--- src/rtl/lfr_pkg.sv ---
package lfr_pkg;
	// ****************************************************************
	// geometry and register map
	// ****************************************************************
	localparam int             NCH         = 4;
	localparam int             AW          = 3;
	localparam int             DW          = 8;
	localparam logic [AW-1:0]  REG_GLOBAL  = 3'h0;
	localparam logic [AW-1:0]  REG_CH_BASE = 3'h1;
	localparam logic [AW-1:0]  REG_STATUS  = 3'h5;
	localparam logic [AW-1:0]  REG_RANGE   = 3'h6;
	// ****************************************************************
	// channel control fields
	// ****************************************************************
	localparam int             CF_EN       = 0;
	localparam int             CF_BAND     = 1;
	localparam int             CF_RATE     = 3;
	localparam int             CF_OE1      = 4;
	localparam int             CF_OE2      = 5;
	localparam logic [DW-1:0]  CFG_RST     = 8'h00;
	localparam logic [1:0]     THRESH_RST  = 2'h0;
	localparam logic [1:0]     AMP_OFF     = 2'h0;
	localparam logic [1:0]     BAND_LOW    = 2'h0;
	localparam logic [1:0]     BAND_MID    = 2'h1;
	localparam logic [1:0]     BAND_HIGH   = 2'h2;
	// ****************************************************************
	// monitors and timing
	// ****************************************************************
	localparam int             IDLE_W      = 3;
	localparam logic [2:0]     NO_TRANS_CHARS = 3'h6;
	localparam int             TRAIN_W     = 8;
	localparam logic [7:0]     TRAIN_LOSS  = 8'h40;
	localparam int             CNT_W       = 16;
	localparam int             RANGE_PERIOD_DEF = 4096;
	localparam int             RANGE_TOL_PPM    = 1500;
	localparam int             PPM_SCALE        = 1000000;
	localparam int             CLK_PERIOD_NS    = 8;
	localparam int             ENABLE_SETTLE_NS = 2000000;
	localparam int             RECLK_SETTLE_NS  = 250000;
	localparam int             SETTLE_W    = 18;
	localparam int             RK_W        = 15;
	localparam int             ENABLE_SETTLE_DEF =
		(ENABLE_SETTLE_NS + CLK_PERIOD_NS - 1) / CLK_PERIOD_NS;
	localparam int             RECLK_SETTLE_DEF  =
		(RECLK_SETTLE_NS + CLK_PERIOD_NS - 1) / CLK_PERIOD_NS;
endpackage : lfr_pkg

--- src/rtl/lfr_sync.sv ---
`timescale 1ns/1ps
module lfr_sync
	import lfr_pkg::*;
#(
	parameter int W = 1
)(
	input  wire logic         sys_clk_i,
	input  wire logic         nrst_i,
	input  wire logic [W-1:0] d_i,
	output logic      [W-1:0] q_o
);
	typedef struct packed {
		logic [W-1:0] s1;
		logic [W-1:0] s2;
	} lfr_sync_st_t;

	lfr_sync_st_t st;
	lfr_sync_st_t next_st;

	always_comb
	begin
		next_st.s1 = d_i;
		next_st.s2 = st.s1;
	end

	always_ff @(posedge sys_clk_i)
	begin
		if (!nrst_i)
			st <= '0;
		else
			st <= next_st;
	end

	assign q_o = st.s2;
endmodule : lfr_sync

--- src/rtl/lfr_range_ctl.sv ---
`timescale 1ns/1ps
module lfr_range_ctl
	import lfr_pkg::*;
#(
	parameter int PERIOD = RANGE_PERIOD_DEF
)(
	input  wire logic sys_clk_i,
	input  wire logic nrst_i,
	input  wire logic enable_i,
	input  wire logic char_tick_i,
	input  wire logic train_tick_i,
	input  wire logic half_rate_i,
	output logic      force_o,
	output logic      locked_o
);
	localparam int TOL_RAW = PERIOD * RANGE_TOL_PPM / PPM_SCALE;
	localparam int TOL     = (TOL_RAW < 1) ? 1 : TOL_RAW;

	typedef struct packed {
		logic [CNT_W-1:0] char_cnt;
		logic [CNT_W-1:0] train_cnt;
		logic             forcing;
		logic             locked;
	} lfr_range_st_t;

	lfr_range_st_t    st;
	lfr_range_st_t    next_st;
	logic             window_end;
	logic [CNT_W-1:0] expect_cnt;
	logic [CNT_W-1:0] diff;

	assign window_end = char_tick_i && (st.char_cnt == CNT_W'(PERIOD - 1));
	// half-rate training clock gives half the edges per window
	assign expect_cnt = half_rate_i ? CNT_W'(PERIOD / 2) : CNT_W'(PERIOD);
	assign diff = (st.train_cnt > expect_cnt) ? st.train_cnt - expect_cnt
		: expect_cnt - st.train_cnt;

	always_comb
	begin
		next_st = st;
		if (!enable_i)
		begin
			next_st = '0;
		end
		else
		begin
			if (train_tick_i && (st.train_cnt != '1))
				next_st.train_cnt = st.train_cnt + CNT_W'(1);
			if (char_tick_i)
				next_st.char_cnt = st.char_cnt + CNT_W'(1);
			if (window_end)
			begin
				next_st.char_cnt  = '0;
				next_st.train_cnt = '0;
				if (st.forcing)
				begin
					// release after one forced window, then prove lock
					next_st.forcing = 1'b0;
					next_st.locked  = 1'b0;
				end
				else if (diff > CNT_W'(TOL))
				begin
					next_st.forcing = 1'b1;
					next_st.locked  = 1'b0;
				end
				else
				begin
					next_st.locked = 1'b1;
				end
			end
		end
	end

	always_ff @(posedge sys_clk_i)
	begin
		if (!nrst_i)
			st <= '0;
		else
			st <= next_st;
	end

	assign force_o  = st.forcing;
	assign locked_o = st.locked;

	AST_FORCE_HOLDS_WINDOW: assert property (@(posedge sys_clk_i) disable iff (!nrst_i)
		st.forcing && enable_i && !window_end |=> st.forcing)
		else $error("forcing dropped inside a window");
	AST_FORCE_RELEASES: assert property (@(posedge sys_clk_i) disable iff (!nrst_i)
		st.forcing && window_end && enable_i |=> !st.forcing && !st.locked)
		else $error("forcing not released at window end");
	AST_NO_LOCK_WHILE_FORCE: assert property (@(posedge sys_clk_i) disable iff (!nrst_i)
		st.forcing |-> !st.locked)
		else $error("locked while tracking training clock");
endmodule : lfr_range_ctl

--- src/rtl/lfr_top.sv ---
`timescale 1ns/1ps
// Summary of operation
// - valid only when all eight conditions hold
// - fault output updates on recovered character tick
// - threshold code 00 off, 01..11 rising levels
// - one threshold shared by all channels
// - amplitude taken from selected line receiver
// - no transition over six characters gives fault
// - out-of-range oscillator forced then released
// - range window is 4096 character periods
// - fault low while forced; lock within window
// - speed band select picks rate band
// - low band with half-rate training reserved
// - training clock full or half character rate
// - power enable 0 disables loop, constant fault
// - fault held for 2 ms after re-enable
// - loop follows training clock while out of range
// - select high primary, low secondary
// - retimed data driven to reclocker outputs
// - drivers enabled apart; both off powers down
// - reset disables all reclocker drivers
// - reclocker outputs quiet 250 us after re-enable
module lfr_top
	import lfr_pkg::*;
#(
	parameter int RANGE_PERIOD_CHARS = RANGE_PERIOD_DEF,
	parameter int ENABLE_SETTLE_CYC  = ENABLE_SETTLE_DEF,
	parameter int RECLK_SETTLE_CYC   = RECLK_SETTLE_DEF
)(
	input  wire logic              sys_clk_i,
	input  wire logic              nrst_i,
	input  wire logic [AW-1:0]     reg_addr_i,
	input  wire logic [DW-1:0]     reg_wdata_i,
	input  wire logic              reg_wr_i,
	input  wire logic              reg_rd_i,
	output logic      [DW-1:0]     reg_rdata_o,
	input  wire logic [NCH-1:0]    line_input_select_i,
	input  wire logic [NCH-1:0]    primary_serial_in_i,
	input  wire logic [NCH-1:0]    secondary_serial_in_i,
	input  wire logic [2*NCH-1:0]  primary_amp_level_i,
	input  wire logic [2*NCH-1:0]  secondary_amp_level_i,
	input  wire logic [NCH-1:0]    recovered_clock_i,
	input  wire logic [NCH-1:0]    training_clock_i,
	input  wire logic [NCH-1:0]    forced_fault_request_i,
	output logic      [NCH-1:0]    link_fault_out_n_o,
	output logic      [NCH-1:0]    loop_enable_o,
	output logic      [NCH-1:0]    force_training_o,
	output logic      [2*NCH-1:0]  speed_band_o,
	output logic      [NCH-1:0]    reclock_logic_en_o,
	output logic      [NCH-1:0]    reclock_out1_en_o,
	output logic      [NCH-1:0]    reclock_out2_en_o,
	output logic      [NCH-1:0]    reclock_out1_o,
	output logic      [NCH-1:0]    reclock_out2_o
);
	// ****************************************************************
	// state
	// ****************************************************************
	typedef struct packed {
		logic [1:0]                         thresh;
		logic [NCH-1:0][DW-1:0]             cfg;
		logic [DW-1:0]                      rdata;
		logic [NCH-1:0]                     char_d;
		logic [NCH-1:0]                     train_d;
		logic [NCH-1:0]                     data_d;
		logic [NCH-1:0][IDLE_W-1:0]         idle_chars;
		logic [NCH-1:0][TRAIN_W-1:0]        train_idle;
		logic [NCH-1:0]                     fault_n;
		logic [NCH-1:0][1:0]                band;
		logic [NCH-1:0][SETTLE_W-1:0]       en_settle;
		logic [NCH-1:0][RK_W-1:0]           rk_settle;
		logic [NCH-1:0]                     rk_on;
		logic [NCH-1:0]                     rk1;
		logic [NCH-1:0]                     rk2;
	} lfr_top_st_t;

	lfr_top_st_t st;
	lfr_top_st_t next_st;

	// ****************************************************************
	// helpers
	// ****************************************************************
	function automatic logic amp_ok(input logic [1:0] thr, input logic [1:0] lvl);
		amp_ok = (thr == AMP_OFF) || (lvl >= thr);
	endfunction : amp_ok

	function automatic logic [1:0] band_decode(input logic [1:0] code);
		// the undriven "open" code behaves as the middle band
		if (code == BAND_LOW)
			band_decode = BAND_LOW;
		else if (code == BAND_HIGH)
			band_decode = BAND_HIGH;
		else
			band_decode = BAND_MID;
	endfunction : band_decode

	function automatic logic ch_hit(input logic [AW-1:0] a, input int c);
		ch_hit = (a == REG_CH_BASE + AW'(c));
	endfunction : ch_hit

	// ****************************************************************
	// pin synchronisers
	// ****************************************************************
	localparam int SW = 6 * NCH + 4 * NCH;
	logic [SW-1:0]      sync_q;
	logic [NCH-1:0]     sel_s;
	logic [NCH-1:0]     pri_s;
	logic [NCH-1:0]     sec_s;
	logic [NCH-1:0]     rclk_s;
	logic [NCH-1:0]     tclk_s;
	logic [NCH-1:0]     ffr_s;
	logic [2*NCH-1:0]   pamp_s;
	logic [2*NCH-1:0]   samp_s;

	lfr_sync #(.W(SW)) u_sync (
		.sys_clk_i (sys_clk_i),
		.nrst_i    (nrst_i),
		.d_i       ({line_input_select_i, primary_serial_in_i, secondary_serial_in_i,
			recovered_clock_i, training_clock_i, forced_fault_request_i,
			primary_amp_level_i, secondary_amp_level_i}),
		.q_o       (sync_q)
	);
	assign {sel_s, pri_s, sec_s, rclk_s, tclk_s, ffr_s, pamp_s, samp_s} = sync_q;

	// ****************************************************************
	// per-channel ticks and range controllers
	// ****************************************************************
	logic [NCH-1:0] char_tick;
	logic [NCH-1:0] train_tick;
	logic [NCH-1:0] sel_data;
	logic [NCH-1:0] forcing;
	logic [NCH-1:0] locked;

	for (genvar g = 0; g < NCH; g++)
	begin : g_ch
		assign char_tick[g]  = rclk_s[g] && !st.char_d[g];
		assign train_tick[g] = tclk_s[g] && !st.train_d[g];
		assign sel_data[g]   = sel_s[g] ? pri_s[g] : sec_s[g];

		lfr_range_ctl #(.PERIOD(RANGE_PERIOD_CHARS)) u_range (
			.sys_clk_i    (sys_clk_i),
			.nrst_i       (nrst_i),
			.enable_i     (st.cfg[g][CF_EN]),
			.char_tick_i  (char_tick[g]),
			.train_tick_i (train_tick[g]),
			.half_rate_i  (st.cfg[g][CF_RATE]),
			.force_o      (forcing[g]),
			.locked_o     (locked[g])
		);

		AST_DISABLED_FAULT: assert property (@(posedge sys_clk_i) disable iff (!nrst_i)
			!st.cfg[g][CF_EN] && !next_st.cfg[g][CF_EN]
			|=> !link_fault_out_n_o[g] && !loop_enable_o[g])
			else $error("disabled channel not faulted");
		AST_FORCE_FAULT: assert property (@(posedge sys_clk_i) disable iff (!nrst_i)
			forcing[g] && char_tick[g] |=> !link_fault_out_n_o[g])
			else $error("fault not low while forcing");
		AST_NO_TRANSITION: assert property (@(posedge sys_clk_i) disable iff (!nrst_i)
			(st.idle_chars[g] > NO_TRANS_CHARS) && char_tick[g] |=> !link_fault_out_n_o[g])
			else $error("fault missed after six idle characters");
		AST_FORCED_REQ: assert property (@(posedge sys_clk_i) disable iff (!nrst_i)
			ffr_s[g] && char_tick[g] |=> !link_fault_out_n_o[g])
			else $error("forced fault request ignored");
		AST_FAULT_ON_TICK: assert property (@(posedge sys_clk_i) disable iff (!nrst_i)
			!char_tick[g] && st.cfg[g][CF_EN] && next_st.cfg[g][CF_EN]
			|=> $stable(link_fault_out_n_o[g]))
			else $error("fault changed without character tick");
		AST_RECLK_OFF: assert property (@(posedge sys_clk_i) disable iff (!nrst_i)
			!(st.cfg[g][CF_OE1] || st.cfg[g][CF_OE2]) |=> !reclock_logic_en_o[g]
			##1 (!reclock_out1_o[g] && !reclock_out2_o[g]))
			else $error("reclocker active with both drivers off");
		AST_SETTLE: assert property (@(posedge sys_clk_i) disable iff (!nrst_i)
			$rose(st.cfg[g][CF_EN]) |-> !link_fault_out_n_o[g] [*8])
			else $error("fault released during enable settle");
	end

	// ****************************************************************
	// next state
	// ****************************************************************
	always_comb
	begin
		logic [1:0] lvl;
		logic       valid;
		lvl     = 2'h0;
		valid   = 1'b0;
		next_st = st;
		next_st.char_d  = rclk_s;
		next_st.train_d = tclk_s;
		next_st.data_d  = sel_data;

		// register port: writes
		if (reg_wr_i)
		begin
			if (reg_addr_i == REG_GLOBAL)
				next_st.thresh = reg_wdata_i[1:0];
			else
				for (int c = 0; c < NCH; c++)
					if (ch_hit(reg_addr_i, c))
						next_st.cfg[c] = reg_wdata_i;
		end

		// register port: reads, unmapped reads return zero
		next_st.rdata = '0;
		if (reg_rd_i)
		begin
			if (reg_addr_i == REG_GLOBAL)
				next_st.rdata = {6'h00, st.thresh};
			else if (reg_addr_i == REG_STATUS)
				next_st.rdata = {4'h0, st.fault_n};
			else if (reg_addr_i == REG_RANGE)
				next_st.rdata = {forcing, locked};
			else
				for (int c = 0; c < NCH; c++)
					if (ch_hit(reg_addr_i, c))
						next_st.rdata = st.cfg[c];
		end

		for (int c = 0; c < NCH; c++)
		begin
			next_st.band[c] = band_decode(st.cfg[c][CF_BAND+:2]);

			// transition density, counted in characters of ten bits
			if (sel_data[c] != st.data_d[c])
				next_st.idle_chars[c] = '0;
			else if (char_tick[c] && (st.idle_chars[c] != '1))
				next_st.idle_chars[c] = st.idle_chars[c] + IDLE_W'(1);

			// training clock presence
			if (train_tick[c])
				next_st.train_idle[c] = '0;
			else if (st.train_idle[c] != '1)
				next_st.train_idle[c] = st.train_idle[c] + TRAIN_W'(1);

			// enable settle: ignore status while the loop powers up
			if (!st.cfg[c][CF_EN])
				next_st.en_settle[c] = SETTLE_W'(ENABLE_SETTLE_CYC);
			else if (st.en_settle[c] != '0)
				next_st.en_settle[c] = st.en_settle[c] - SETTLE_W'(1);

			lvl = sel_s[c] ? pamp_s[2*c+:2] : samp_s[2*c+:2];
			valid = amp_ok(st.thresh, lvl)
				&& (st.idle_chars[c] <= NO_TRANS_CHARS)
				&& locked[c] && !forcing[c]
				&& (st.train_idle[c] < TRAIN_LOSS)
				&& !ffr_s[c]
				&& !((st.band[c] == BAND_LOW) && st.cfg[c][CF_RATE])
				&& (st.en_settle[c] == '0);

			if (!st.cfg[c][CF_EN])
				next_st.fault_n[c] = 1'b0;
			else if (char_tick[c])
				next_st.fault_n[c] = valid;

			// reclocker: logic runs while either driver is on
			next_st.rk_on[c] = st.cfg[c][CF_OE1] || st.cfg[c][CF_OE2];
			if (!next_st.rk_on[c])
				next_st.rk_settle[c] = RK_W'(RECLK_SETTLE_CYC);
			else if (st.rk_settle[c] != '0)
				next_st.rk_settle[c] = st.rk_settle[c] - RK_W'(1);
			// outputs stay quiet until the output loop has settled
			next_st.rk1[c] = st.rk_on[c] && (st.rk_settle[c] == '0)
				&& st.cfg[c][CF_OE1] && st.data_d[c];
			next_st.rk2[c] = st.rk_on[c] && (st.rk_settle[c] == '0)
				&& st.cfg[c][CF_OE2] && st.data_d[c];
		end
	end

	always_ff @(posedge sys_clk_i)
	begin
		if (!nrst_i)
		begin
			st        <= '0;
			st.thresh <= THRESH_RST;
			st.cfg    <= {NCH{CFG_RST}};
		end
		else
			st <= next_st;
	end

	// ****************************************************************
	// outputs
	// ****************************************************************
	assign reg_rdata_o        = st.rdata;
	assign link_fault_out_n_o = st.fault_n;
	assign force_training_o   = forcing;
	assign speed_band_o       = st.band;
	assign reclock_logic_en_o = st.rk_on;
	assign reclock_out1_o     = st.rk1;
	assign reclock_out2_o     = st.rk2;

	for (genvar g = 0; g < NCH; g++)
	begin : g_out
		assign loop_enable_o[g]     = st.cfg[g][CF_EN];
		assign reclock_out1_en_o[g] = st.cfg[g][CF_OE1];
		assign reclock_out2_en_o[g] = st.cfg[g][CF_OE2];
	end

	AST_RESET_DRIVERS: assert property (@(posedge sys_clk_i)
		!nrst_i |=> reclock_out1_en_o == '0 && reclock_out2_en_o == '0)
		else $error("drivers enabled after reset");
	AST_READ_GLOBAL: assert property (@(posedge sys_clk_i) disable iff (!nrst_i)
		reg_rd_i && reg_addr_i == REG_GLOBAL |=> reg_rdata_o == {6'h00, $past(st.thresh)})
		else $error("threshold read back wrong");
	AST_AMP_LOW: assert property (@(posedge sys_clk_i) disable iff (!nrst_i)
		st.thresh != AMP_OFF && sel_s[0] && pamp_s[1:0] < st.thresh && char_tick[0]
		|=> !link_fault_out_n_o[0])
		else $error("low amplitude not faulted");
endmodule : lfr_top

--- config.mk ---
export PLATFORM = sky130hd
export DESIGN_NAME = lfr_top
export DESIGN_NICKNAME = d
export VERILOG_FILES = /design/src/rtl/lfr_pkg.sv /design/src/rtl/lfr_sync.sv /design/src/rtl/lfr_range_ctl.sv /design/src/rtl/lfr_top.sv
export SDC_FILE = /design/constraint.sdc
export NUM_CORES = 1
export LEC_CHECK = 0
export ABC_AREA = 1
export ABC_CLOCK_PERIOD_IN_PS = 4820
export BUFFER_PORTS_ARGS = -buffer_cell sky130_fd_sc_hd__buf_2
export CORE_MARGIN = 2
export CORE_UTILIZATION = 45
export CTS_CLUSTER_DIAMETER = 200
export DETAILED_ROUTE_END_ITERATION = 6
export PLACE_DENSITY = 0.67
export SYNTH_ARGS = -nofsm -noshare
export SYNTH_HDL_FRONTEND = slang
export SYNTH_SLANG_ARGS = --single-unit
--- constraint.sdc ---
create_clock -name sys_clk_i -period 4.82 [get_ports sys_clk_i]
set_input_delay 0.964 -clock sys_clk_i [delete_from_list [all_inputs] [get_ports sys_clk_i]]
set_output_delay 0.964 -clock sys_clk_i [all_outputs]
set_load 0.03 [all_outputs]
==> key figures, run 1 <==
Yosys
  – Distinct cell type count after synthesis: 59
  – Summed instance area of the synthesized netlist: 0.0243 mm2
  – Top_reg_cell synth: sky130_fd_sc_hd__dfxtp_1
  – Number of flip-flops and latches in the synthesized netlist: 470
  – Warnings, synthesis: 0
  – Mapped Cells: 3492
  – Synth Net Count: 3616
  – Proportion of synthesized chip area in sequential cells: 38.7%
  – Synthesized area per cell: 6.96 um2
  – Post-synth EDFFs: 0
  – Share of synthesized registers carrying an async set or reset: 0%

Detailed routing
  – Total number of vias: ~21000
  – Count of nets left with antenna violations after detail routing: 0
  – Detailed Route Iter0 Violations: 1346
  – Average vias per placed instance: 5.01
  – Routed length per placed instance: 13.7 um
  – DRC violation count after routing: 0
  – Number of iterations in the first detailed-routing pass: 7
  – WL final: between 50 and 60 mm

CTS
  – Insertion delay of the later-clocked pin in the worst-skew pair: 0.61 ns
  – Clock transition at the registers of the reported paths: 0.06 ns
  – Hold_buf cts: 0
  – CTS HTree Levels: 2
  – Num CTS Buffers: 51
  – Clk sink count: 470
  – Clock tree root driver cell: sky130_fd_sc_hd__clkbuf_16
  – TritonCTS clock tree: done
  – Post-CTS Setup Inserts: 0
  – Resized cells post-CTS: 0
  – Largest buffer count on any clock path: 3

Timing
  – Final TNS setup: 0 ns
  – Fin crit share: 54.9%
  – Post-route clock skew: 0.0163 ns
  – Total of endpoints with negative setup slack in the final report: 0
  – RSZ-0062 raised after global routing: false
  – Tightest slew margin relative to the limit: around 28%
  – Fmax: around 380 MHz
  – Final hold viol count: 0
  – Period minus WS final: roughly 2.6 ns
  – Final hold slack: roughly 0.41 ns
  – Slew at the pin closest to its max-slew limit: 1.08 ns
  – Max-slew violation count: 0

Power
  – Peak ir drop on the vdd network: around 0.00031 V
  – Total power: 8740 uW
  – Leakage power: 0.0123 uW
  – Cell Pwr Density: 326 mW/mm2

Worst setup path
  – Highest fanout seen on the critical path: 83
  – Endpoint required time on the critical path: 5.36 ns
  – Type of the worst setup path: in2reg
  – Startpoint type of the worst setup path: input port
  – Type of element capturing the critical path: flip-flop
  – Arr. time, crit path: 3.19 ns
  – Reg2reg path depth: 13

Global routing
  – Antenna violations before repair: 7
  – Maximum number of pins on one net before global-route repair: 84
  – GR Overflow Total: 0
  – First-pass GRT wire length: 97.5 mm
  – Number of global-route vias before repair: approximately 20000
  – Aggregate global-route resource usage: 20.9%

Floorplanning
  – Starting density of the core: 45.4%
  – Boundary pin count: 103
  – CORE AREA: 0.0536 mm2
  – Horiz. Die Dim: 236 um
  – Height of the die: 236 um
  – Cell Rows: 85
  – Total Die Area: 0.0559 mm2

Finish
  – Final cell count without fillers: between 4000 and 5000
  – Signed area change from the synthesized netlist to the final layout: 10.4%
  – Number of nets at the end of the flow: 3673
  – Proportion of layout cells with a drive suffix above 1: 9.08%

Placed design
  – Port Buffer Count: slightly above 100
  – Placer's final routability congestion estimate: just over 0.9
  – Post-detailed-placement half-perimeter wirelength: around 44 mm
  – Placed Cells: roughly 4200

Hold path
  – Path class of the lowest-slack min-delay path: reg2reg
  – Hold path cells: 2

Run
  – Maximum capacitance violations: 0

Run status
  – Run status: completed
## power by group
part / internal [uW] / switching, uW / leakage (uW) / total (uW)
sequential: 3990 / 76.8 / 0.00383 / 4060
clock: 2390 / 1640 / 0.000851 / 4030
combinational: 222 / 425 / 0.00766 / 647
total: 6600 / 2150 / 0.0123 / 8740
## critical path: stages
cell and delay, ns:
sky130_fd_sc_hd__buf_6 0.46, sky130_fd_sc_hd__nand2_1 0.39, sky130_fd_sc_hd__nor2_2 0.56, sky130_fd_sc_hd__clkinv_2 0.41, sky130_fd_sc_hd__a21oi_1 0.22, sky130_fd_sc_hd__o21a_1 0.13
## worst paths after layout
kind                                 startpoint                                   end  slack (ns)
setup reg to reg           st[239]$_SDFFE_PN0P_  g_ch[2].u_range.force_o$_SDFFE_PN0P_        2.19
hold / removal    u_sync.next_st[38]$_SDFF_PN0_             u_sync.q_o[38]$_SDFF_PN0_        0.41
setup / recovery                         nrst_i    g_ch[3].u_range.st[4]$_SDFFE_PP0P_        2.18
hold reg to reg   u_sync.next_st[38]$_SDFF_PN0_             u_sync.q_o[38]$_SDFF_PN0_        0.41
## routing by layer
layer,part of all wire [%],vias up,wire [um],global-route usage (%)
met4,3.4,6,2010,7.42
li1,-,11247,-,-
met5,0.075,-,44,0
met3,6.1,113,3590,5.01
met2,43,456,25300,33.2
met1,47,9654,27800,27.8
## cell usage in the layout (no fill, tap or decap), types with 7 or more instances in the layout
cell type                   synthesis  layout
sky130_fd_sc_hd__nor3b_1           21      21
sky130_fd_sc_hd__clkinv_2           1       9
sky130_fd_sc_hd__nor4_1            40      40
sky130_fd_sc_hd__nor3_1           104     104
sky130_fd_sc_hd__mux2i_1            8       8
sky130_fd_sc_hd__o21ai_1            9       9
sky130_fd_sc_hd__dfxtp_1          470     470
sky130_fd_sc_hd__a31oi_1           14      14
sky130_fd_sc_hd__nor2_1           460     460
sky130_fd_sc_hd__inv_2             13      14
sky130_fd_sc_hd__nor3_2            11      11
sky130_fd_sc_hd__nand3_1          196     196
sky130_fd_sc_hd__nand2_1          710     710
sky130_fd_sc_hd__o21a_1            20      20
sky130_fd_sc_hd__clkbuf_16          0      52
sky130_fd_sc_hd__inv_1            545     544
sky130_fd_sc_hd__clkbuf_1          36      11
sky130_fd_sc_hd__clkbuf_8           0       8
sky130_fd_sc_hd__xnor2_1           31      31
sky130_fd_sc_hd__a211oi_1          11      11
sky130_fd_sc_hd__nand4_1           67      67
sky130_fd_sc_hd__nand3b_1           7       7
sky130_fd_sc_hd__xor2_1            74      74
sky130_fd_sc_hd__nand2_2           12      12
sky130_fd_sc_hd__nand2_4            7       7
sky130_fd_sc_hd__or2_2             28      28
sky130_fd_sc_hd__nor2_4            14      14
sky130_fd_sc_hd__ha_1              65      65
sky130_fd_sc_hd__a21oi_1          215     215
sky130_fd_sc_hd__buf_2              6     101
sky130_fd_sc_hd__o21ai_0          140     140
sky130_fd_sc_hd__nor2_2            28      28
## logic make-up after synthesis
group / share of synthesized area [%]
flip-flops: 38.7
multiplexers: 0.515
AO/OA/AOI/OAI: 10.2
adder cells (fa/ha/maj): 3.67
buffers and inverters: 11.4
XOR/XNOR: 3.78
AND/OR/NAND/NOR: 31.7
## cell usage after synthesis, types with 7 or more instances
library cell                 n  share of area [%]
sky130_fd_sc_hd__ha_1       65                3.3
sky130_fd_sc_hd__nand2_1   710                 11
sky130_fd_sc_hd__o21a_1     20               0.62
sky130_fd_sc_hd__nand2_2    12               0.31
sky130_fd_sc_hd__inv_2      13               0.20
sky130_fd_sc_hd__nor3_2     11               0.45
sky130_fd_sc_hd__xor2_1     74                2.7
sky130_fd_sc_hd__mux2i_1     8               0.33
sky130_fd_sc_hd__a211oi_1   11               0.34
sky130_fd_sc_hd__nor3b_1    21               0.65
sky130_fd_sc_hd__clkbuf_1   36               0.56
sky130_fd_sc_hd__o21ai_0   140                2.9
sky130_fd_sc_hd__nand3_1   196                4.0
sky130_fd_sc_hd__a31oi_1    14               0.36
sky130_fd_sc_hd__nand3b_1    7               0.22
sky130_fd_sc_hd__o21ai_1     9               0.19
sky130_fd_sc_hd__dfxtp_1   470                 39
sky130_fd_sc_hd__nand2_4     7               0.32
sky130_fd_sc_hd__nor4_1     40                1.0
sky130_fd_sc_hd__xnor2_1    31                1.1
sky130_fd_sc_hd__nand4_1    67                1.7
sky130_fd_sc_hd__nor2_4     14               0.65
sky130_fd_sc_hd__nor2_2     28               0.72
sky130_fd_sc_hd__buf_6      10               0.46
sky130_fd_sc_hd__nor3_1    104                2.1
sky130_fd_sc_hd__a21oi_1   215                4.4
sky130_fd_sc_hd__buf_4      48                1.5
sky130_fd_sc_hd__inv_1     545                8.4
sky130_fd_sc_hd__or2_2      28               0.72
sky130_fd_sc_hd__nor2_1    460                7.1
## through the flow
| stage | worst slack (ns) | utilization (%) | area, um2 |
|---|---|---|---|
| 4_1_cts | 2.18 | 50.0 | 26800 |
| 2_1_floorplan | 2.74 | - | 24300 |
| 3_3_place_gp | 1.53 | 46.8 | 25100 |
| 6_report | 2.18 | 50.1 | 26800 |
| 3_5_place_dp | 1.52 | 46.8 | 25100 |
| 5_1_grt | 1.91 | 50.1 | 26800 |
## state kept, by name, indices dropped and copies added, names as in the netlist, 8 cells and up
name / count
speed_band_o: 8
st: 210
u_sync.q_o: 40
g_ch.u_range.st: 128
reg_rdata_o: 8
u_sync.next_st: 40
## cell type report
class	instances	area [um2]
fill	5452	26800
multi-input combinational	2358	12100
sequential	470	9410
inverter	561	2110
clock buffer	71	1450
tap	696	871
timing repair buffer	107	554
clock inverter	22	298
antenna	5	12.5
Note: power is estimated with default switching activity, not from simulation.
==> inputs of run 2 (changes only) <==
--- a/config.mk
+++ b/config.mk
@@ -5,8 +5,8 @@
 export SDC_FILE = /design/constraint.sdc
 export NUM_CORES = 1
 export LEC_CHECK = 0
-export ABC_AREA = 1
-export ABC_CLOCK_PERIOD_IN_PS = 4820
+export ABC_AREA = 0
+export ABC_CLOCK_PERIOD_IN_PS = 2700
 export BUFFER_PORTS_ARGS = -buffer_cell sky130_fd_sc_hd__buf_2
 export CORE_MARGIN = 2
 export CORE_UTILIZATION = 45
==> constraint.sdc (replaced) <==
create_clock -name sys_clk_i -period 2.7 [get_ports sys_clk_i]
set_input_delay 0.54 -clock sys_clk_i [delete_from_list [all_inputs] [get_ports sys_clk_i]]
set_output_delay 0.54 -clock sys_clk_i [all_outputs]
set_load 0.03 [all_outputs]
==> key figures, run 2 <==
Global routing
  – GR Util met1: 26.2%
  – Antenna violations before repair: 3
  – GR Overflow Total: 0
  – Met3 Usage GRT: 3.79%
  – Global routing usage on met2: 33.8%
  – Number of global-route vias before repair: 17276
  – Maximum number of pins on one net before global-route repair: 64
  – Peak-usage layer in the global routing report: met2
  – First-pass GRT wire length: 84.5 mm
  – Aggregate global-route resource usage: between 20% and 30%

Yosys
  – Share of synthesized registers carrying an async set or reset: 0%
  – Distinct cell type count after synthesis: 81
  – Mapped Cells: 2557
  – Top cell type's share of synthesized area: 42.9%
  – Synth Net Count: approximately 2700
  – Summed instance area of the synthesized netlist: 0.0219 mm2
  – Top cells by area in the synthesized netlist: sky130_fd_sc_hd__dfxtp_1 43%, sky130_fd_sc_hd__nor2_1 6.0%, sky130_fd_sc_hd__xnor2_1 4.8%, sky130_fd_sc_hd__xor2_1 4.6%, sky130_fd_sc_hd__ha_1 3.7%
  – Warnings, synthesis: 0
  – Top_reg_cell synth: sky130_fd_sc_hd__dfxtp_1
  – Post-synth EDFFs: 0
  – Top cell types by occurrence after synthesis: 470 x sky130_fd_sc_hd__dfxtp_1, 350 x sky130_fd_sc_hd__nor2_1, 206 x sky130_fd_sc_hd__nand2_1
  – Cell type with the highest aggregate area in the netlist: sky130_fd_sc_hd__dfxtp_1
  – Synthesized area per cell: 8.57 um2
  – Number of flip-flops and latches in the synthesized netlist: 470
  – Cell with the most instances after synthesis: sky130_fd_sc_hd__dfxtp_1
  – Proportion of synthesized chip area in sequential cells: 42.9%

Finish
  – Commonest cells after routing, fill and taps aside: 468 x sky130_fd_sc_hd__dfxtp_1, 349 x sky130_fd_sc_hd__nor2_1, 206 x sky130_fd_sc_hd__nand2_1, 131 x sky130_fd_sc_hd__a21oi_1, 120 x sky130_fd_sc_hd__xnor2_1
  – Signed area change from the synthesized netlist to the final layout: 15.1%
  – Max reg flops: between 200 and 250
  – Final design area excluding fillers: 0.0252 mm2
  – Number of nets at the end of the flow: about 2800
  – Proportion of layout cells with a drive suffix above 1: a little over an eighth
  – Registers with the most flip-flops: st x210, g_ch.u_range.st x128
  – Commonest non-fill, non-tap cell in the layout: sky130_fd_sc_hd__dfxtp_1
  – Largest Register: st

Detailed routing
  – Routed length per placed instance: 15.5 um
  – Number of iterations in the first detailed-routing pass: 7
  – Total number of vias: 18049
  – Count of nets left with antenna violations after detail routing: 0
  – Detailed Route Iter0 Violations: 1067
  – Average vias per placed instance: 5.42
  – DRC violation count after routing: 0
  – WL final: 51.6 mm

CTS
  – Num CTS Buffers: 50
  – TritonCTS clock tree: done
  – Hold_buf cts: 0
  – Clock transition at the registers of the reported paths: ~0.060 ns
  – CTS HTree Levels: 2
  – Clk sink count: 470
  – Insertion delay of the later-clocked pin in the worst-skew pair: 0.59 ns
  – Largest buffer count on any clock path: 3
  – Clock tree root driver cell: sky130_fd_sc_hd__clkbuf_16

Run status
  – Run status: completed

Floorplanning
  – Starting density of the core: 45.7%
  – Height of the die: 225 um
  – Boundary pin count: 103
  – Total Die Area: between 0.05 and 0.06 mm2
  – CORE AREA: 0.0479 mm2
  – Cell Rows: 80
  – Horiz. Die Dim: 225 um

Worst setup path
  – Crit-path max cell delay: 0.56 ns
  – Arr. time, crit path: between 3 and 4 ns
  – Worst path top cell family by delay: simple AND/OR/NAND/NOR gates
  – Highest fanout seen on the critical path: 5
  – Ordered list of cells on the worst path: inv_1 -> ha_4 -> or4b_4 -> o31ai_1 -> a32oi_1 -> or4_4 -> nor4_4 -> buf_4 -> o21ai_0
  – Standard cell with the maximum stage delay on the critical path: sky130_fd_sc_hd__or4_4
  – Buffers and inverters on the worst path: 2
  – Endpoint required time on the critical path: ~3.2 ns
  – Startpoint type of the worst setup path: flip-flop
  – Type of element capturing the critical path: flip-flop
  – Type of the worst setup path: reg2reg

Power
  – Register share of total power: 48.1%
  – Total power: ~15000 uW
  – Clock network power share: 46.4%
  – Leakage power: around 0.0099 uW
  – Internal cell power: 11600 uW
  – Switch share: 22.8%
  – Part of the total power dissipated in combinational logic: approximately 5.6%
  – Peak ir drop on the vdd network: between 0.0004 and 0.0005 V
  – Psw: 3410 uW
  – Cell Pwr Density: between 500 and 600 mW/mm2

Timing
  – Slew at the pin closest to its max-slew limit: 0.645 ns
  – Final hold viol count: 0
  – Post-route clock skew: 0.0255 ns
  – Max-slew violation count: 0
  – Total of endpoints with negative setup slack in the final report: 0
  – Tightest slew margin relative to the limit: a little under three fifths
  – Final hold slack: 0.150 ns
  – Fmax: 384 MHz
  – Period minus WS final: 2.60 ns
  – RSZ-0062 raised after global routing: true
  – Fin crit share: 96.4%

Run
  – Maximum capacitance violations: 0

Placed design
  – Total cell area at the placement stage: 0.0233 mm2
  – Post-detailed-placement half-perimeter wirelength: 37.7 mm
  – Port Buffer Count: a little over 100
  – Placer's final routability congestion estimate: 0.879

Hold path
  – Path class of the lowest-slack min-delay path: in2reg
run 2: cell count changes in the layout (fill, tap and decap cells not counted), moves of 42 or more:
cell | previous run | this run
sky130_fd_sc_hd__nand3_1 | 196 | 93
sky130_fd_sc_hd__o21ai_0 | 140 | 59
sky130_fd_sc_hd__or3_1 | 1 | 43
sky130_fd_sc_hd__inv_1 | 544 | 67
sky130_fd_sc_hd__and2_1 | 0 | 113
sky130_fd_sc_hd__nor2_1 | 460 | 349
sky130_fd_sc_hd__a21oi_1 | 215 | 131
sky130_fd_sc_hd__xnor2_1 | 31 | 120
sky130_fd_sc_hd__buf_4 | 5 | 117
sky130_fd_sc_hd__nand2_1 | 710 | 206
run 2: final cells by class:
type,instances,area [um2]
Antenna cell,3,7.51
Clock buffer,74,1540
Clock inverter,18,170
Fill cell,4335,22700
Inverter,69,259
Multi-Input combinational cell,1863,11700
Sequential cell,470,9410
Tap cell,615,769
Timing Repair Buffer,220,1420
run 2: path summary, 6_finish.rpt:
kind / endpoint / slack [ns] / depth (start not counted) / startpoint
max: g_ch[0].u_range.force_o$_SDFFE_PN0P_ / 0.1 / 9 / g_ch[0].u_range.st[2]$_SDFFE_PP0P_
max reg2reg: g_ch[0].u_range.force_o$_SDFFE_PN0P_ / 0.1 / 9 / g_ch[0].u_range.st[2]$_SDFFE_PP0P_
min: u_sync.next_st[6]$_SDFF_PN0_ / 0.15 / 2 / secondary_amp_level_i[6]
min reg2reg: u_sync.q_o[9]$_SDFF_PN0_ / 0.43 / 1 / u_sync.next_st[9]$_SDFF_PN0_
run 2: stage by stage:
stage	instances	setup WS [ns]	util [%]	setup TNS, ns
6_report	3332	0.0974	52.6	0
3_3_place_gp	3236	-0.0995	48.7	-0.172
3_5_place_dp	3236	-0.145	48.7	-0.281
4_1_cts	3328	0.00968	52.3	0
5_1_grt	3331	-0.0624	52.6	-0.0679
2_1_floorplan	2557	0.0644	-	0
run 2: layer usage:
layer	wire, um	up-vias
met2	24200	388
met1	23400	8581
met4	1320	0
li1	-	9002
met3	2640	78
met5	0	-
run 2: power groups by stage:
stage	clock, uW	combinational [uW]	sequential [uW]
2_1_floorplan	0	597	7330
3_3_place_gp	0	797	7360
3_5_place_dp	0	821	7360
4_1_cts	7130	829	7210
5_1_grt	7430	934	7230
6_report	6960	834	7210
run 2: cells by family (layout without fill, tap and decap cells):
group	count (synthesis)	count (layout)	synth area share [%]
simple gates	1182	1182	27.4
other cells	0	3	0
flops	470	470	42.9
fa+ha+maj	69	69	4.08
xor+xnor	234	234	9.35
mux	46	46	2.16
compound gates	332	332	9.44
buf+inv	224	381	4.68
run 2: timing repair:
item                                    in CTS  in global routing
pin swaps                                    1                  5
setup buffers                                0                  1
endpoints found under the setup margin       3                  9
endpoints found under the hold margin        0                  0
gates resized for setup                      9                 25
==> inputs of run 3 (changes only) <==
--- a/config.mk
+++ b/config.mk
@@ -15,4 +15,5 @@
 export PLACE_DENSITY = 0.67
 export SYNTH_ARGS = -nofsm -noshare
 export SYNTH_HDL_FRONTEND = slang
+export SYNTH_HIERARCHICAL = 1
 export SYNTH_SLANG_ARGS = --single-unit
==> key figures, run 3 <==
Run status
  – Run status: completed

Run
  – Maximum capacitance violations: 0

Detailed routing
  – Count of nets left with antenna violations after detail routing: 0
  – Routed length per placed instance: 16.1 um
  – Number of iterations in the first detailed-routing pass: 5
  – Detailed Route Iter0 Violations: 1070
  – DRC violation count after routing: 0
  – WL final: 56.5 mm
  – Average vias per placed instance: 5.46
  – Total number of vias: 19214

CTS
  – Insertion delay of the later-clocked pin in the worst-skew pair: 0.60 ns
  – Largest buffer count on any clock path: 3
  – Clock transition at the registers of the reported paths: about 0.070 ns
  – Clk sink count: 470
  – CTS HTree Levels: 2
  – Num CTS Buffers: 51
  – Resized cells post-CTS: 0
  – Clock tree root driver cell: sky130_fd_sc_hd__clkbuf_16
  – TritonCTS clock tree: done
  – Post-CTS Setup Inserts: 0
  – Hold_buf cts: 0

Timing
  – Final TNS setup: 0 ns
  – Slew at the pin closest to its max-slew limit: between 0.8 and 0.9 ns
  – Period minus WS final: 2.63 ns
  – Fin crit share: 97.4%
  – Post-route clock skew: 0.0198 ns
  – Final hold viol count: 0
  – Max-slew violation count: 0
  – Total of endpoints with negative setup slack in the final report: 0
  – RSZ-0062 raised after global routing: true
  – Tightest slew margin relative to the limit: 41.1%
  – Fmax: 380 MHz

Global routing
  – GR Util met1: between 20% and 30%
  – Aggregate global-route resource usage: a little over a fifth
  – Global routing usage on met2: between 30% and 40%
  – GR Overflow Total: 0
  – Maximum number of pins on one net before global-route repair: 48
  – Number of global-route vias before repair: 18592
  – Met3 Usage GRT: under 10%
  – Antenna violations before repair: 4
  – First-pass GRT wire length: 93.2 mm
  – Peak-usage layer in the global routing report: met2

Worst setup path
  – Highest fanout seen on the critical path: 5
  – Type of element capturing the critical path: flip-flop
  – Startpoint type of the worst setup path: flip-flop
  – Standard cell with the maximum stage delay on the critical path: sky130_fd_sc_hd__or4_4
  – Cell seen most often among critical-path stages: sky130_fd_sc_hd__o31a_1
  – Ordered list of cells on the worst path: inv_1 -> ha_1 -> nor2b_1 -> o31a_1 -> or4_4 -> nor4_4 -> o2111ai_2 -> o31a_1
  – Crit-path max cell delay: 0.52 ns
  – Buffers and inverters on the worst path: 1
  – Worst path top cell family by delay: simple AND/OR/NAND/NOR gates
  – Endpoint required time on the critical path: about 3.2 ns
  – Arr. time, crit path: 3.12 ns
  – Type of the worst setup path: reg2reg

Finish
  – Number of nets at the end of the flow: 2925
  – Registers with the most flip-flops: st x210, g_ch.u_range/st x128
  – Filler cell count: 4711
  – Storage cell area: 0.00941 mm2
  – Commonest cells after routing, fill and taps aside: 469 x sky130_fd_sc_hd__dfxtp_1, 378 x sky130_fd_sc_hd__nor2_1, 175 x sky130_fd_sc_hd__nand2_1, 128 x sky130_fd_sc_hd__a21oi_1, 123 x sky130_fd_sc_hd__xnor2_1
  – Core Util, Final: ~52%
  – Max reg flops: 210
  – Multi-input logic area: between 0.01 and 0.015 mm2
  – Proportion of layout cells with a drive suffix above 1: 15.2%
  – Commonest non-fill, non-tap cell in the layout: sky130_fd_sc_hd__dfxtp_1
  – Largest Register: st
  – Signed area change from the synthesized netlist to the final layout: 14.8%

Floorplanning
  – Height of the die: 231 um
  – Boundary pin count: 103
  – Starting density of the core: 45.3%
  – Total Die Area: 0.0533 mm2
  – Cell Rows: 83
  – Horiz. Die Dim: 231 um
  – CORE AREA: roughly 0.051 mm2

Yosys
  – Top cell types by occurrence after synthesis: 470 x sky130_fd_sc_hd__dfxtp_1, 382 x sky130_fd_sc_hd__nor2_1, 175 x sky130_fd_sc_hd__nand2_1
  – Top cell type's share of synthesized area: between 40% and 50%
  – Post-synth EDFFs: 0
  – Top_reg_cell synth: sky130_fd_sc_hd__dfxtp_1
  – Summed instance area of the synthesized netlist: 0.0231 mm2
  – Distinct cell type count after synthesis: 73
  – Synth Net Count: 2816
  – Synthesized area per cell: roughly 8.6 um2
  – Cell with the most instances after synthesis: sky130_fd_sc_hd__dfxtp_1
  – Mapped Cells: 2685
  – Share of synthesized registers carrying an async set or reset: 0%
  – Warnings, synthesis: 6
  – Proportion of synthesized chip area in sequential cells: 40.7%
  – Top cells by area in the synthesized netlist: sky130_fd_sc_hd__dfxtp_1 41%, sky130_fd_sc_hd__nor2_1 6.2%, sky130_fd_sc_hd__xnor2_1 4.7%, sky130_fd_sc_hd__ha_1 3.9%, sky130_fd_sc_hd__xor2_1 3.5%
  – Number of flip-flops and latches in the synthesized netlist: 470
  – Cell type with the highest aggregate area in the netlist: sky130_fd_sc_hd__dfxtp_1

Placed design
  – Placer's final routability congestion estimate: around 0.92
  – Post-detailed-placement half-perimeter wirelength: around 42 mm
  – Port Buffer Count: 102

Power
  – Peak ir drop on the vdd network: ~0.00066 V
  – Total power: about 16000 uW
  – Cell Pwr Density: 597 mW/mm2
  – Leakage power: about 0.010 uW

Hold path
  – Path class of the lowest-slack min-delay path: in2reg
## run 3: changes by cell type in the layout (fill, tap and decap cells not counted), moves of 19 or more
cell,change
sky130_fd_sc_hd__or3_1,-22
sky130_fd_sc_hd__nand2_1,-31
sky130_fd_sc_hd__inv_1,+30
sky130_fd_sc_hd__xor2_1,-22
sky130_fd_sc_hd__mux2i_1,+20
sky130_fd_sc_hd__or4_1,+19
sky130_fd_sc_hd__nor2_1,+29
sky130_fd_sc_hd__and2_2,+57
sky130_fd_sc_hd__and2_1,-56
## run 3: cell families (layout without fill, tap and decap cells)
logic type	Yosys count	after routing	synth area share (%)
DFF	470	470	40.7
buffers and inverters	261	411	5.16
muxes	65	65	2.87
xor gates and xnor gates	215	215	8.14
AOI/OAI and AO/OA	390	390	11.3
and+or+nand+nor	1208	1208	27.6
adders and majority gates	76	76	4.24
other	0	3	0
## run 3: power breakdown
group | internal (uW) | leakage, uW | switching [uW]
Combinational | 404 | 0.00530 | 515
Sequential | 7100 | 0.00383 | 124
Clock | 4830 | 0.000923 | 2890
Total | 12300 | 0.0101 | 3530
## run 3: final timing paths
kind	from	endpoint	slack (ns)	cells past startpoint
max	g_ch[1].u_range/st[14]$_SDFFE_PP0P_	g_ch[1].u_range/force_o$_SDFFE_PN0P_	0.07	8
max reg2reg	g_ch[1].u_range/st[14]$_SDFFE_PP0P_	g_ch[1].u_range/force_o$_SDFFE_PN0P_	0.07	8
min	line_input_select_i[2]	u_sync/next_st[38]$_SDFF_PN0_	0.14	2
min reg2reg	u_sync/next_st[6]$_SDFF_PN0_	u_sync/q_o[6]$_SDFF_PN0_	0.43	1
## run 3: worst register-to-register path, cell delays in order, from the launching register on
cell                        delay, ns
sky130_fd_sc_hd__dfxtp_1         0.34
sky130_fd_sc_hd__inv_1           0.09
sky130_fd_sc_hd__ha_1            0.32
sky130_fd_sc_hd__nor2b_1         0.19
sky130_fd_sc_hd__o31a_1          0.25
sky130_fd_sc_hd__or4_4           0.52
sky130_fd_sc_hd__nor4_4          0.30
sky130_fd_sc_hd__o2111ai_2       0.18
sky130_fd_sc_hd__o31a_1          0.32
## run 3: final cells by class
class                      instances  share of cell area (%)
multi-input combinational       1954                    47.3
sequential                       470                    35.4
timing repair buffer             219                    5.47
clock buffer                      66                    5.44
tap                              680                    3.20
clock inverter                    28                    1.70
inverter                          98                    1.38
antenna                            3                  0.0283
## run 3: metrics by stage
stage	worst slack [ns]	hold slack (ns)	cell area, um2	std cells
2_1_floorplan	0.00754	0.412	23100	2685
5_1_grt	-0.0200	0.127	26600	3517
3_5_place_dp	0.0942	0.417	24600	3421
3_3_place_gp	0.132	0.419	24600	3421
4_1_cts	0.0659	0.105	26500	3515
6_report	0.0690	0.139	26600	3518
## run 3: layer usage
| metal | vias to the layer above | wire length [um] |
|---|---|---|
| met5 | - | 19 |
| met4 | 4 | 1880 |
| met3 | 109 | 2750 |
| met2 | 379 | 26000 |
| met1 | 9155 | 25900 |
| li1 | 9567 | - |
